$ cat config.mk
export PLATFORM = sky130hd
export DESIGN_NAME = rail_enable_pin_control
export DESIGN_NICKNAME = d
export VERILOG_FILES = /design/src/rail_pin_pkg.sv /design/src/rail_enable_pin_control.sv
export SDC_FILE = /design/constraint.sdc
export NUM_CORES = 1
export LEC_CHECK = 0
export BUFFER_PORTS_ARGS = -buffer_cell sky130_fd_sc_hd__buf_4
export CORE_AREA = 2 2 264 266
export CTS_CLUSTER_SIZE = 28
export DETAILED_ROUTE_END_ITERATION = 12
export DIE_AREA = 0 0 266 268
export HOLD_SLACK_MARGIN = 0.06
export PLACE_DENSITY = 0.51
export SYNTH_ARGS = -nofsm -noshare
export SYNTH_HDL_FRONTEND = slang
export SYNTH_SLANG_ARGS = --single-unit
$ cat constraint.sdc
create_clock -name clk -period 2.2 [get_ports clk]
set_clock_uncertainty 0.15 [all_clocks]
set_input_delay 0.33 -clock clk [delete_from_list [all_inputs] [get_ports clk]]
set_output_delay 0.33 -clock clk [all_outputs]
set_load 0.02 [all_outputs]
$ cat src/rail_pin_pkg.sv
package rail_pin_pkg;
  // counts and widths of the pin-control block
  localparam int NUM_CTL = 6;
  localparam int NUM_RAIL = 16;
  localparam int NUM_GEN = 4;
  localparam int NUM_IRQ = 8;
  localparam int VSEL_W = 8;
  // the two inputs that can serve as sleep requests (zero based)
  localparam int SLEEP_A_IDX = 2;
  localparam int SLEEP_B_IDX = 5;
  // reset values
  localparam logic [NUM_RAIL-1:0] RAIL_EN_RST = 16'h0000;
  localparam logic [NUM_IRQ-1:0] IRQ_RST = 8'h00;
  // general output source codes
  localparam logic GEN_SRC_PGOOD = 1'b0;
  localparam logic GEN_SRC_REGBIT = 1'b1;
  // rail power state
  typedef enum logic [2:0] {
    RAIL_OFF = 3'b001,
    RAIL_NORMAL = 3'b010,
    RAIL_SLEEP = 3'b100
  } rail_state_e;
endpackage : rail_pin_pkg

$ cat src/rail_enable_pin_control.sv
`timescale 1ns/1ps
module rail_enable_pin_control (
  input wire logic clk,
  input wire logic rst,
  // control pins
  input wire logic rail_enable_in_1,
  input wire logic rail_enable_in_2,
  input wire logic rail_enable_or_sleep_in_a,
  input wire logic rail_enable_in_4,
  input wire logic rail_enable_in_5,
  input wire logic rail_enable_or_sleep_in_b,
  // configuration
  input wire logic [rail_pin_pkg::NUM_RAIL-1:0] ctl_group [rail_pin_pkg::NUM_CTL],
  input wire logic sleep_mode_a,
  input wire logic sleep_mode_b,
  input wire logic [rail_pin_pkg::NUM_RAIL-1:0] sleep_group_a,
  input wire logic [rail_pin_pkg::NUM_RAIL-1:0] sleep_group_b,
  input wire logic [rail_pin_pkg::VSEL_W-1:0] normal_vsel [rail_pin_pkg::NUM_RAIL],
  input wire logic [rail_pin_pkg::VSEL_W-1:0] sleep_vsel [rail_pin_pkg::NUM_RAIL],
  // general outputs configuration and status
  input wire logic [rail_pin_pkg::NUM_RAIL-1:0] rail_pgood,
  input wire logic [rail_pin_pkg::NUM_RAIL-1:0] gen_pgood_mask [rail_pin_pkg::NUM_GEN],
  input wire logic [rail_pin_pkg::NUM_GEN-1:0] gen_src_sel,
  input wire logic [rail_pin_pkg::NUM_GEN-1:0] gen_reg_bit,
  input wire logic [2:0] gen_push_pull,
  // interrupt causes
  input wire logic [rail_pin_pkg::NUM_IRQ-1:0] irq_set,
  input wire logic [rail_pin_pkg::NUM_IRQ-1:0] irq_clear,
  // rail control
  output logic [rail_pin_pkg::NUM_RAIL-1:0] rail_enable,
  output logic [rail_pin_pkg::NUM_RAIL-1:0] rail_sleep,
  output logic [rail_pin_pkg::VSEL_W-1:0] rail_vsel [rail_pin_pkg::NUM_RAIL],
  // pins, with output enables
  output logic gen_out_1,
  output logic gen_out_1_oe,
  output logic gen_out_2,
  output logic gen_out_2_oe,
  output logic gen_out_3,
  output logic gen_out_3_oe,
  output logic gen_out_opendrain,
  output logic gen_out_opendrain_oe,
  output logic interrupt_out_n,
  output logic interrupt_out_n_oe,
  output logic [rail_pin_pkg::NUM_IRQ-1:0] irq_status
);
  import rail_pin_pkg::*;

  logic [NUM_CTL-1:0] ctl_raw;
  logic [NUM_CTL-1:0] sync1_reg;
  logic [NUM_CTL-1:0] sync2_reg;
  logic [NUM_CTL-1:0] prev_reg;
  logic [NUM_RAIL-1:0] rail_en_next;
  logic [NUM_RAIL-1:0] sleep_next;
  logic [NUM_GEN-1:0] gen_level;
  logic [NUM_GEN-1:0] gen_level_reg;
  logic [3:0] gen_pp;
  rail_state_e rail_state [NUM_RAIL];

  assign ctl_raw = {rail_enable_or_sleep_in_b, rail_enable_in_5, rail_enable_in_4,
                    rail_enable_or_sleep_in_a, rail_enable_in_2, rail_enable_in_1};

  // two-stage synchroniser and edge memory, free running through reset
  // so a level already held at release is never taken for an edge;
  // reset must last three edges for the chain to fill
  always_ff @(posedge clk) begin
    sync1_reg <= ctl_raw;
    sync2_reg <= sync1_reg;
    prev_reg <= sync2_reg;
  end

  // edge-driven enables; sleep-mode inputs do not enable rails
  always_comb begin
    rail_en_next = rail_enable;
    for (int i = 0; i < NUM_CTL; i++) begin
      if (!((i == SLEEP_A_IDX && sleep_mode_a) || (i == SLEEP_B_IDX && sleep_mode_b))) begin
        if (sync2_reg[i] && !prev_reg[i]) begin
          rail_en_next = rail_en_next | ctl_group[i];
        end else if (!sync2_reg[i] && prev_reg[i]) begin
          rail_en_next = rail_en_next & ~ctl_group[i];
        end
      end
    end
  end

  // sleep follows the low level of a sleep-mode input
  always_comb begin
    sleep_next = 16'h0000;
    if (sleep_mode_a && !sync2_reg[SLEEP_A_IDX]) begin
      sleep_next = sleep_next | sleep_group_a;
    end
    if (sleep_mode_b && !sync2_reg[SLEEP_B_IDX]) begin
      sleep_next = sleep_next | sleep_group_b;
    end
  end

  // rail enable and sleep registers
  always_ff @(posedge clk) begin
    if (rst) begin
      rail_enable <= RAIL_EN_RST;
      rail_sleep <= 16'h0000;
    end else begin
      rail_enable <= rail_en_next;
      rail_sleep <= sleep_next & rail_en_next;
    end
  end

  // per-rail state and voltage selection
  for (genvar r = 0; r < NUM_RAIL; r++) begin : g_rail
    always_ff @(posedge clk) begin
      if (rst) begin
        rail_state[r] <= RAIL_OFF;
        rail_vsel[r] <= 8'h00;
      end else begin
        unique case (1'b1)
          !rail_en_next[r]: rail_state[r] <= RAIL_OFF;
          sleep_next[r]: rail_state[r] <= RAIL_SLEEP;
          default: rail_state[r] <= RAIL_NORMAL;
        endcase
        rail_vsel[r] <= (sleep_next[r] && rail_en_next[r]) ? sleep_vsel[r]
                                                           : normal_vsel[r];
      end
    end
  end

  // source choice, made before and apart from the driver type
  always_comb begin
    for (int g = 0; g < NUM_GEN; g++) begin
      if (gen_src_sel[g] == GEN_SRC_REGBIT) begin
        gen_level[g] = gen_reg_bit[g];
      end else begin
        gen_level[g] = &(rail_pgood | ~gen_pgood_mask[g]);
      end
    end
  end

  assign gen_pp = {1'b0, gen_push_pull};

  // driver stage: open-drain drives only low
  always_ff @(posedge clk) begin
    if (rst) begin
      gen_level_reg <= 4'h0;
      gen_out_1 <= 1'b0;
      gen_out_1_oe <= 1'b0;
      gen_out_2 <= 1'b0;
      gen_out_2_oe <= 1'b0;
      gen_out_3 <= 1'b0;
      gen_out_3_oe <= 1'b0;
      gen_out_opendrain <= 1'b0;
      gen_out_opendrain_oe <= 1'b0;
    end else begin
      gen_level_reg <= gen_level;
      gen_out_1 <= gen_level[0];
      gen_out_1_oe <= gen_pp[0] | !gen_level[0];
      gen_out_2 <= gen_level[1];
      gen_out_2_oe <= gen_pp[1] | !gen_level[1];
      gen_out_3 <= gen_level[2];
      gen_out_3_oe <= gen_pp[2] | !gen_level[2];
      gen_out_opendrain <= 1'b0;
      gen_out_opendrain_oe <= !gen_level[3];
    end
  end

  // sticky interrupt causes, set wins over clear
  always_ff @(posedge clk) begin
    if (rst) begin
      irq_status <= IRQ_RST;
      interrupt_out_n <= 1'b0;
      interrupt_out_n_oe <= 1'b0;
    end else begin
      irq_status <= (irq_status & ~irq_clear) | irq_set;
      interrupt_out_n <= 1'b0;
      interrupt_out_n_oe <= |irq_status;
    end
  end
endmodule : rail_enable_pin_control

==> impl_metrics.py, run 1 <==
metrics = {
    "run_status": {
        "outcome": "finished, violations left",
        "violations": "setup timing",
    },
    "sta": {
        "max_freq_ghz": 0.435,
        "slew_violations": 0,
        "fin_ws_ns": -0.0998,
        "setup_viol": 48,
        "period_share": 1.05,
        "hold_ws_ns": 0.0662,
        "hold_violations": 0,
        "rsz0062_at_grt": "yes",
        "period_minus_slack_ns": 2.30,
        "relSlewSlack": 0.609,
        "tightest_slew_ns": 0.586,
    },
    "power_and_ir_drop": {
        "vdd_ir_drop_max_mv": 0.448,
        "leakagePower_nw": 9.73,
        "pwr_density_cell_nw_per_um2": 534,
    },
    "drt": {
        "viasPerCell": 4.92,
        "drtIter0Drc": 1028,
        "postRouteAntennaNets": 0,
        "route.vias.total": 16000,
        "firstDrtPassIters": 5,
        "routed_wl_um": 71500,
        "post_drt_wl_per_cell_um": 22.1,
        "drcViolationCount": 0,
    },
    "global_route": {
        "grt_pass1_wl_um": 99300,
        "grt_remaining_overflow": 0,
        "grt_pass1_vias": 16000,
        "grt_max_degree": 88,
        "antenna_found_initial": 10,
        "groute.usage.overall": 0.186,
    },
    "hold_path": {
        "worstHoldPathType": "in -> reg",
        "min-delay-start": "normal_vsel[84]",
    },
    "logic_synthesis": {
        "syn_inst": 1384,
        "synth_cell_type_count": 42,
        "synth_commonest_cells": "194 x dfxtp_1, 163 x nand2_1, 130 x nand3_1",
        "yosysTopAreaCell": "dfxtp_1",
        "yosysWarnings": 0,
        "async_flop_share": 0,
        "synth_edf_count": 0,
        "synth_seq_cells": 194,
        "yosysSeqAreaShare": 0.320,
        "syn-mean-instance-area_um2": 8.76,
        "synthTopCellsByArea": "dfxtp_1 32%, or4b_1 11%, a32oi_1 9.2%, nor3b_1 7.9%, nand3_1 5.4%",
        "ys.flop_type": "dfxtp_1",
        "yosysMostFrequentCell": "dfxtp_1",
        "synth_top_area_frac": 0.320,
        "synth_area_um2": 12100,
    },
    "placement": {
        "dp.cells": 2924,
        "routabilityCongestion": 0.868,
        "io_buffer_count": 676,
        "detailed_place_hpwl_um": 52500,
    },
    "clock_network": {
        "clk_latency_ns": 0.50,
        "cts_tree": "built",
        "cts_buffers": 17,
        "clock_sinks": 194,
        "h-tree-depth": 4,
        "clk_pin_slew_ns": 0.09,
        "cts_root_buffer": "clkbuf_16",
        "clk_path_buf_depth": 2,
    },
    "floorplanning": {
        "core_um2": 68200,
        "io-pin-count": 679,
        "chipWidth_um": 266,
        "die_y_um": 268,
        "start_util": 0.178,
        "die-area_um2": 71300,
        "rows": 96,
    },
    "setup_path": {
        "worstSetupStartpointType": "flip-flop",
        "path_max_fanout": 15,
        "worstSetupPathType": "reg -> reg",
        "cp.arrival_ns": 2.60,
        "critPathLaunch": "sync2_reg[1]$_DFF_P_",
        "r2r-start": "sync2_reg[1]$_DFF_P_",
        "worstPathRequired_ns": 2.50,
        "cp-end-kind": "flip-flop",
    },
    "layout": {
        "seqCellArea_um2": 3890,
        "top_regs": "rail_vsel (128), rail_enable (16), rail_sleep (16)",
        "top_register": "rail_vsel",
        "stdcell_count": 3240,
        "multi_input_area_um2": 7850,
        "drive_above_1_share": 0.422,
        "syn2layout_area_growth_pct": 89.6,
        "final_nets": 2839,
        "nFillCells": 6985,
        "largest_register_ff_count": 128,
    },
    "flow_run": {
        "max_cap_viol_count": 0,
    },
}
-- final cells by class --
type,instances,share of cell area
Multi-Input combinational cell,1030,0.341
Tap cell,882,0.0480
Clock inverter,15,0.00893
Inverter,28,0.00468
Antenna cell,7,0.000762
Clock buffer,17,0.0185
Timing Repair Buffer,1067,0.408
Sequential cell,194,0.169
-- layer usage --
| layer | track usage | routed length (um) | vias up |
|---|---|---|---|
| met5 | 0 | 53 | - |
| met4 | 0.0671 | 2440 | 8 |
| met3 | 0.0473 | 4470 | 131 |
| met2 | 0.332 | 35700 | 678 |
| met1 | 0.214 | 28800 | 7743 |
| li1 | - | - | 7392 |
-- per-stage QoR --
stage / TNS (ns) / util / setup slack [ns] / cell area [um2] / power [mW]
6_report: -2.40 / 0.337 / -0.0998 / 23000 / 12.3
5_1_grt: -8.96 / 0.337 / -0.238 / 23000 / 12.8
4_1_cts: -0.986 / 0.326 / -0.105 / 22300 / 12.2
3_5_place_dp: -64.64 / 0.280 / -0.507 / 19100 / 8.17
3_3_place_gp: -60.89 / 0.280 / -0.462 / 19100 / 8.12
2_1_floorplan: -0.375 / - / -0.0603 / 12100 / 5.93
-- repair_timing --
action,4_1_cts,5_1_grt
setup buffers,32,20
setup endpoints to repair,160,140
resized for setup,19,70
hold endpoints to repair,147,1
pin swaps,9,75
hold buffers,218,1
cloned,0,9
-- layout by cell type (no fill, tap or decap), drive strengths merged, types with 2 or more instances in the layout --
cell,count
o221ai,16
a2111oi,27
a21boi,16
nor2,42
conb,2
nor3,16
a32o,16
clkbuf,28
inv,34
a32oi,128
o21ai,2
nand4bb,16
buf,837
dfxtp,194
a21oi,44
nor2b,54
o22ai,2
or4b,128
nand4,2
nor4,2
a222oi,17
nand3,130
nand3b,16
a22oi,19
nand2,163
and2,2
dlygate4sd3,219
diode,7
clkinv,8
nor3b,130
a22o,35
-- worst max-delay path: stages, from the launching register on --
cell and delay (ns):
dfxtp_2 0.32, nor2b_4 0.13, buf_12 0.13, buf_4 0.13, a222oi_1 0.43, a2111oi_4 0.16
buf_12 0.19, or4b_1 0.51, nand3_1 0.09
-- report_power, final --
group          switching, mW  internal [mW]  total, mW
Sequential             0.170           3.88       4.05
Combinational           2.26           2.46       4.72
Clock                   1.83           1.66       3.49
-- path summary, 6_finish.rpt --
kind / end / slack, ns / cells after the start
hold reg to reg: sync2_reg[4]$_DFF_P_ / 0.16 / 0
hold / removal: rail_vsel[84]$_SDFF_PP0_ / 0.07 / 3
setup reg to reg: rail_vsel[52]$_SDFF_PP0_ / -0.1 / 8
setup / recovery: rail_vsel[52]$_SDFF_PP0_ / -0.1 / 8
-- kinds of logic after synthesis --
group,synth area share
buffers and inverters,0.0621
AOI/OAI and AO/OA,0.249
DFF,0.320
and+or+nand+nor,0.368
other,0.000309
Power figures use the tool's default switching activity.
==> run 2: changes to the inputs <==
ABC_AREA = 1   (was not set)
CORE_AREA = 2 2 266 268   (was 2 2 264 266)
DIE_AREA = 0 0 268 270   (was 0 0 266 268)
MAX_ROUTING_LAYER = met4   (was not set)
PLACE_DENSITY = 0.48   (was 0.51)
==> run 2 against run 1 <==
Compared with the run above: the run now ends clean; utilization fell by 3.4 points; via count fell by 13%; highest routed layer is now met4; critical path type is now in -> reg; register-to-register slack improved by 0.24 ns; combinational power fell by 15%; synthesized cell count rose by 13%; largest cell class unchanged; clock power fell by 7.2%; final area fell by 8.3%; first-iteration DRC count fell by 40%; die area rose by 1.5%.
==> impl_metrics.py, run 2 <==
metrics = {
    "logic_synthesis": {
        "syn-mean-instance-area_um2": 6.69,
        "synth_seq_cells": 194,
        "synth_edf_count": 0,
        "yosysWarnings": 0,
        "synthTopCellsByArea": "dfxtp_1 37%, nand2_1 17%, nand3_1 11%, a21oi_2 6.7%, inv_1 6.0%",
        "synth_top_area_frac": 0.371,
        "synth_area_um2": 10500,
        "yosysMostFrequentCell": "nand2_1",
        "yosysTopAreaCell": "dfxtp_1",
        "ys.flop_type": "dfxtp_1",
        "synth_commonest_cells": "465 x nand2_1, 233 x nand3_1, 194 x dfxtp_1",
        "syn_inst": 1562,
        "async_flop_share": 0,
        "yosysSeqAreaShare": 0.371,
        "synth_cell_type_count": 33,
    },
    "clock_network": {
        "clk_path_buf_depth": 2,
        "cts_root_buffer": "clkbuf_16",
        "cts_tree": "built",
        "h-tree-depth": 4,
        "clk_latency_ns": 0.49,
        "clk_pin_slew_ns": 0.08,
        "cts_buffers": 17,
        "clock_sinks": 194,
    },
    "layout": {
        "final_nets": 3081,
        "top_regs": "rail_vsel (128), rail_enable (16), rail_sleep (16)",
        "layout_commonest_cell": "buf_4",
        "final_cell_mix": "738 x buf_4, 445 x nand2_1, 308 x dlygate4sd3_1",
        "largest_register_ff_count": 128,
        "drive_above_1_share": 0.385,
        "nFillCells": 7482,
        "syn2layout_area_growth_pct": 102,
        "top_register": "rail_vsel",
        "multi_input_area_um2": 5670,
        "seqCellArea_um2": 3890,
    },
    "global_route": {
        "antenna_found_initial": 11,
        "groute.usage.overall": 0.166,
        "grt_max_degree": 49,
        "grt_pass1_wl_um": 86400,
        "grt_remaining_overflow": 0,
        "grt_pass1_vias": 14000,
    },
    "setup_path": {
        "path_max_fanout": 48,
        "worstSetupStartpointType": "primary input",
        "path_delay_family": "buffers and inverters",
        "path_cells": "dlygate4sd3_1, buf_4, buf_4, a211oi_1, dlygate4sd3_1",
        "max_stage_delay_ns": 0.61,
        "cp-end-kind": "flip-flop",
        "worstSetupPathType": "in -> reg",
        "path_buf_inv": 4,
        "crit_slowest_cell": "buf_4",
        "cp.arrival_ns": 2.29,
        "worstPathRequired_ns": 2.43,
    },
    "sta": {
        "relSlewSlack": 0.471,
        "period_minus_slack_ns": 2.07,
        "rsz0062_at_grt": "yes",
        "slew_violations": 0,
        "tns_ns": 0,
        "setup_viol": 0,
        "tightest_slew_ns": 0.794,
        "period_share": 0.939,
        "max_freq_ghz": 0.484,
        "hold_violations": 0,
    },
    "placement": {
        "routabilityCongestion": 0.901,
        "io_buffer_count": 676,
        "detailed_place_hpwl_um": 46200,
    },
    "drt": {
        "drtIter0Drc": 612,
        "drcViolationCount": 0,
        "postRouteAntennaNets": 0,
        "viasPerCell": 3.91,
        "route.vias.total": 13800,
        "firstDrtPassIters": 5,
        "routed_wl_um": 61900,
        "post_drt_wl_per_cell_um": 17.5,
    },
    "floorplanning": {
        "die-area_um2": 72400,
        "die_y_um": 270,
        "rows": 97,
        "chipWidth_um": 268,
        "io-pin-count": 679,
        "start_util": 0.150,
        "core_um2": 69500,
    },
    "power_and_ir_drop": {
        "vdd_ir_drop_max_mv": 0.489,
        "pwr_density_cell_nw_per_um2": 528,
        "leakagePower_nw": 10.4,
        "total_power_mw": 11.1,
    },
    "run_status": {
        "outcome": "completed",
    },
    "hold_path": {
        "worstHoldPathType": "in -> reg",
    },
    "flow_run": {
        "max_cap_viol_count": 0,
    },
}
run 2: cell count changes after synthesis, moves of 30 or more:
cell | before | now
nand2_1 | 163 | 465
inv_1 | 27 | 167
a32oi_1 | 128 | 0
nor3b_1 | 128 | 0
or4b_1 | 128 | 0
nor2_1 | 42 | 164
nand3_1 | 130 | 233
a21oi_2 | 0 | 80
clkbuf_1 | 100 | 27
nor2b_1 | 52 | 0
a22o_1 | 35 | 5
run 2: cell type report:
type | instances | area share
multi-input combinational | 1116 | 0.269
inverter | 180 | 0.0323
clock inverter | 14 | 0.00587
sequential | 194 | 0.185
timing repair buffer | 1071 | 0.431
antenna | 10 | 0.00119
clock buffer | 17 | 0.0202
tap | 940 | 0.0558
run 2: worst register-to-register path: cells and delay by family (launching register included):
family,cells,cell delay (ns)
buf+inv,2,0.20
flops,1,0.36
simple gates,16,1.28
run 2: stage by stage:
| stage | instances | setup slack (ns) | util | cell area, um2 | hold WS, ns |
|---|---|---|---|---|---|
| after floorplan | 1563 | 0.369 | - | 10500 | 0.160 |
| after detailed placement | 3180 | -0.0222 | 0.244 | 17000 | 0.165 |
| after global placement | 3180 | -0.0142 | 0.244 | 17000 | 0.165 |
| final | 3542 | 0.134 | 0.303 | 21100 | 0.0886 |
| after global routing | 3542 | -0.0555 | 0.303 | 21100 | 0.0896 |
| after CTS | 3520 | 0.0182 | 0.297 | 20600 | 0.0600 |
run 2: final timing paths:
kind / slack (ns) / to / cells past startpoint / start
setup / recovery: 0.13 / gen_out_opendrain_oe$_SDFF_PP0_ / 5 / rst
hold / removal: 0.09 / rail_enable[4]$_SDFF_PP0_ / 5 / ctl_group[20]
setup reg to reg: 0.14 / rail_vsel[5]$_SDFF_PP0_ / 18 / sync2_reg[0]$_DFF_P_
hold reg to reg: 0.18 / sync2_reg[1]$_DFF_P_ / 0 / sync1_reg[1]$_DFF_P_
run 2: metal layers:
layer  wire, um  track usage  vias to the layer above
li1           -            -                     6979
met2      30500        0.285                      472
met4       1460       0.0522                        0
met5          0            -                        -
met3       3970       0.0442                       65
met1      25900        0.187                     6319
run 2: cell families after synthesis:
family	share of synthesized area
compound gates	0.118
buf+inv	0.119
other cells	0.000359
simple gates	0.391
flops	0.371
run 2: repair_timing:
item | 4_1_cts | 5_1_grt
pin swaps | 0 | 13
hold endpoints to repair | 165 | 0
cloned | 0 | 7
gates resized for setup | 1 | 65
hold buffers | 309 | 0
setup buffers | 0 | 6
endpoints found under the setup margin | 10 | 94
run 2: power by group:
part	internal [mW]	switching [mW]	total (mW)
registers	3.77	0.129	3.90
logic	1.92	2.07	3.99
clock network	1.48	1.76	3.24
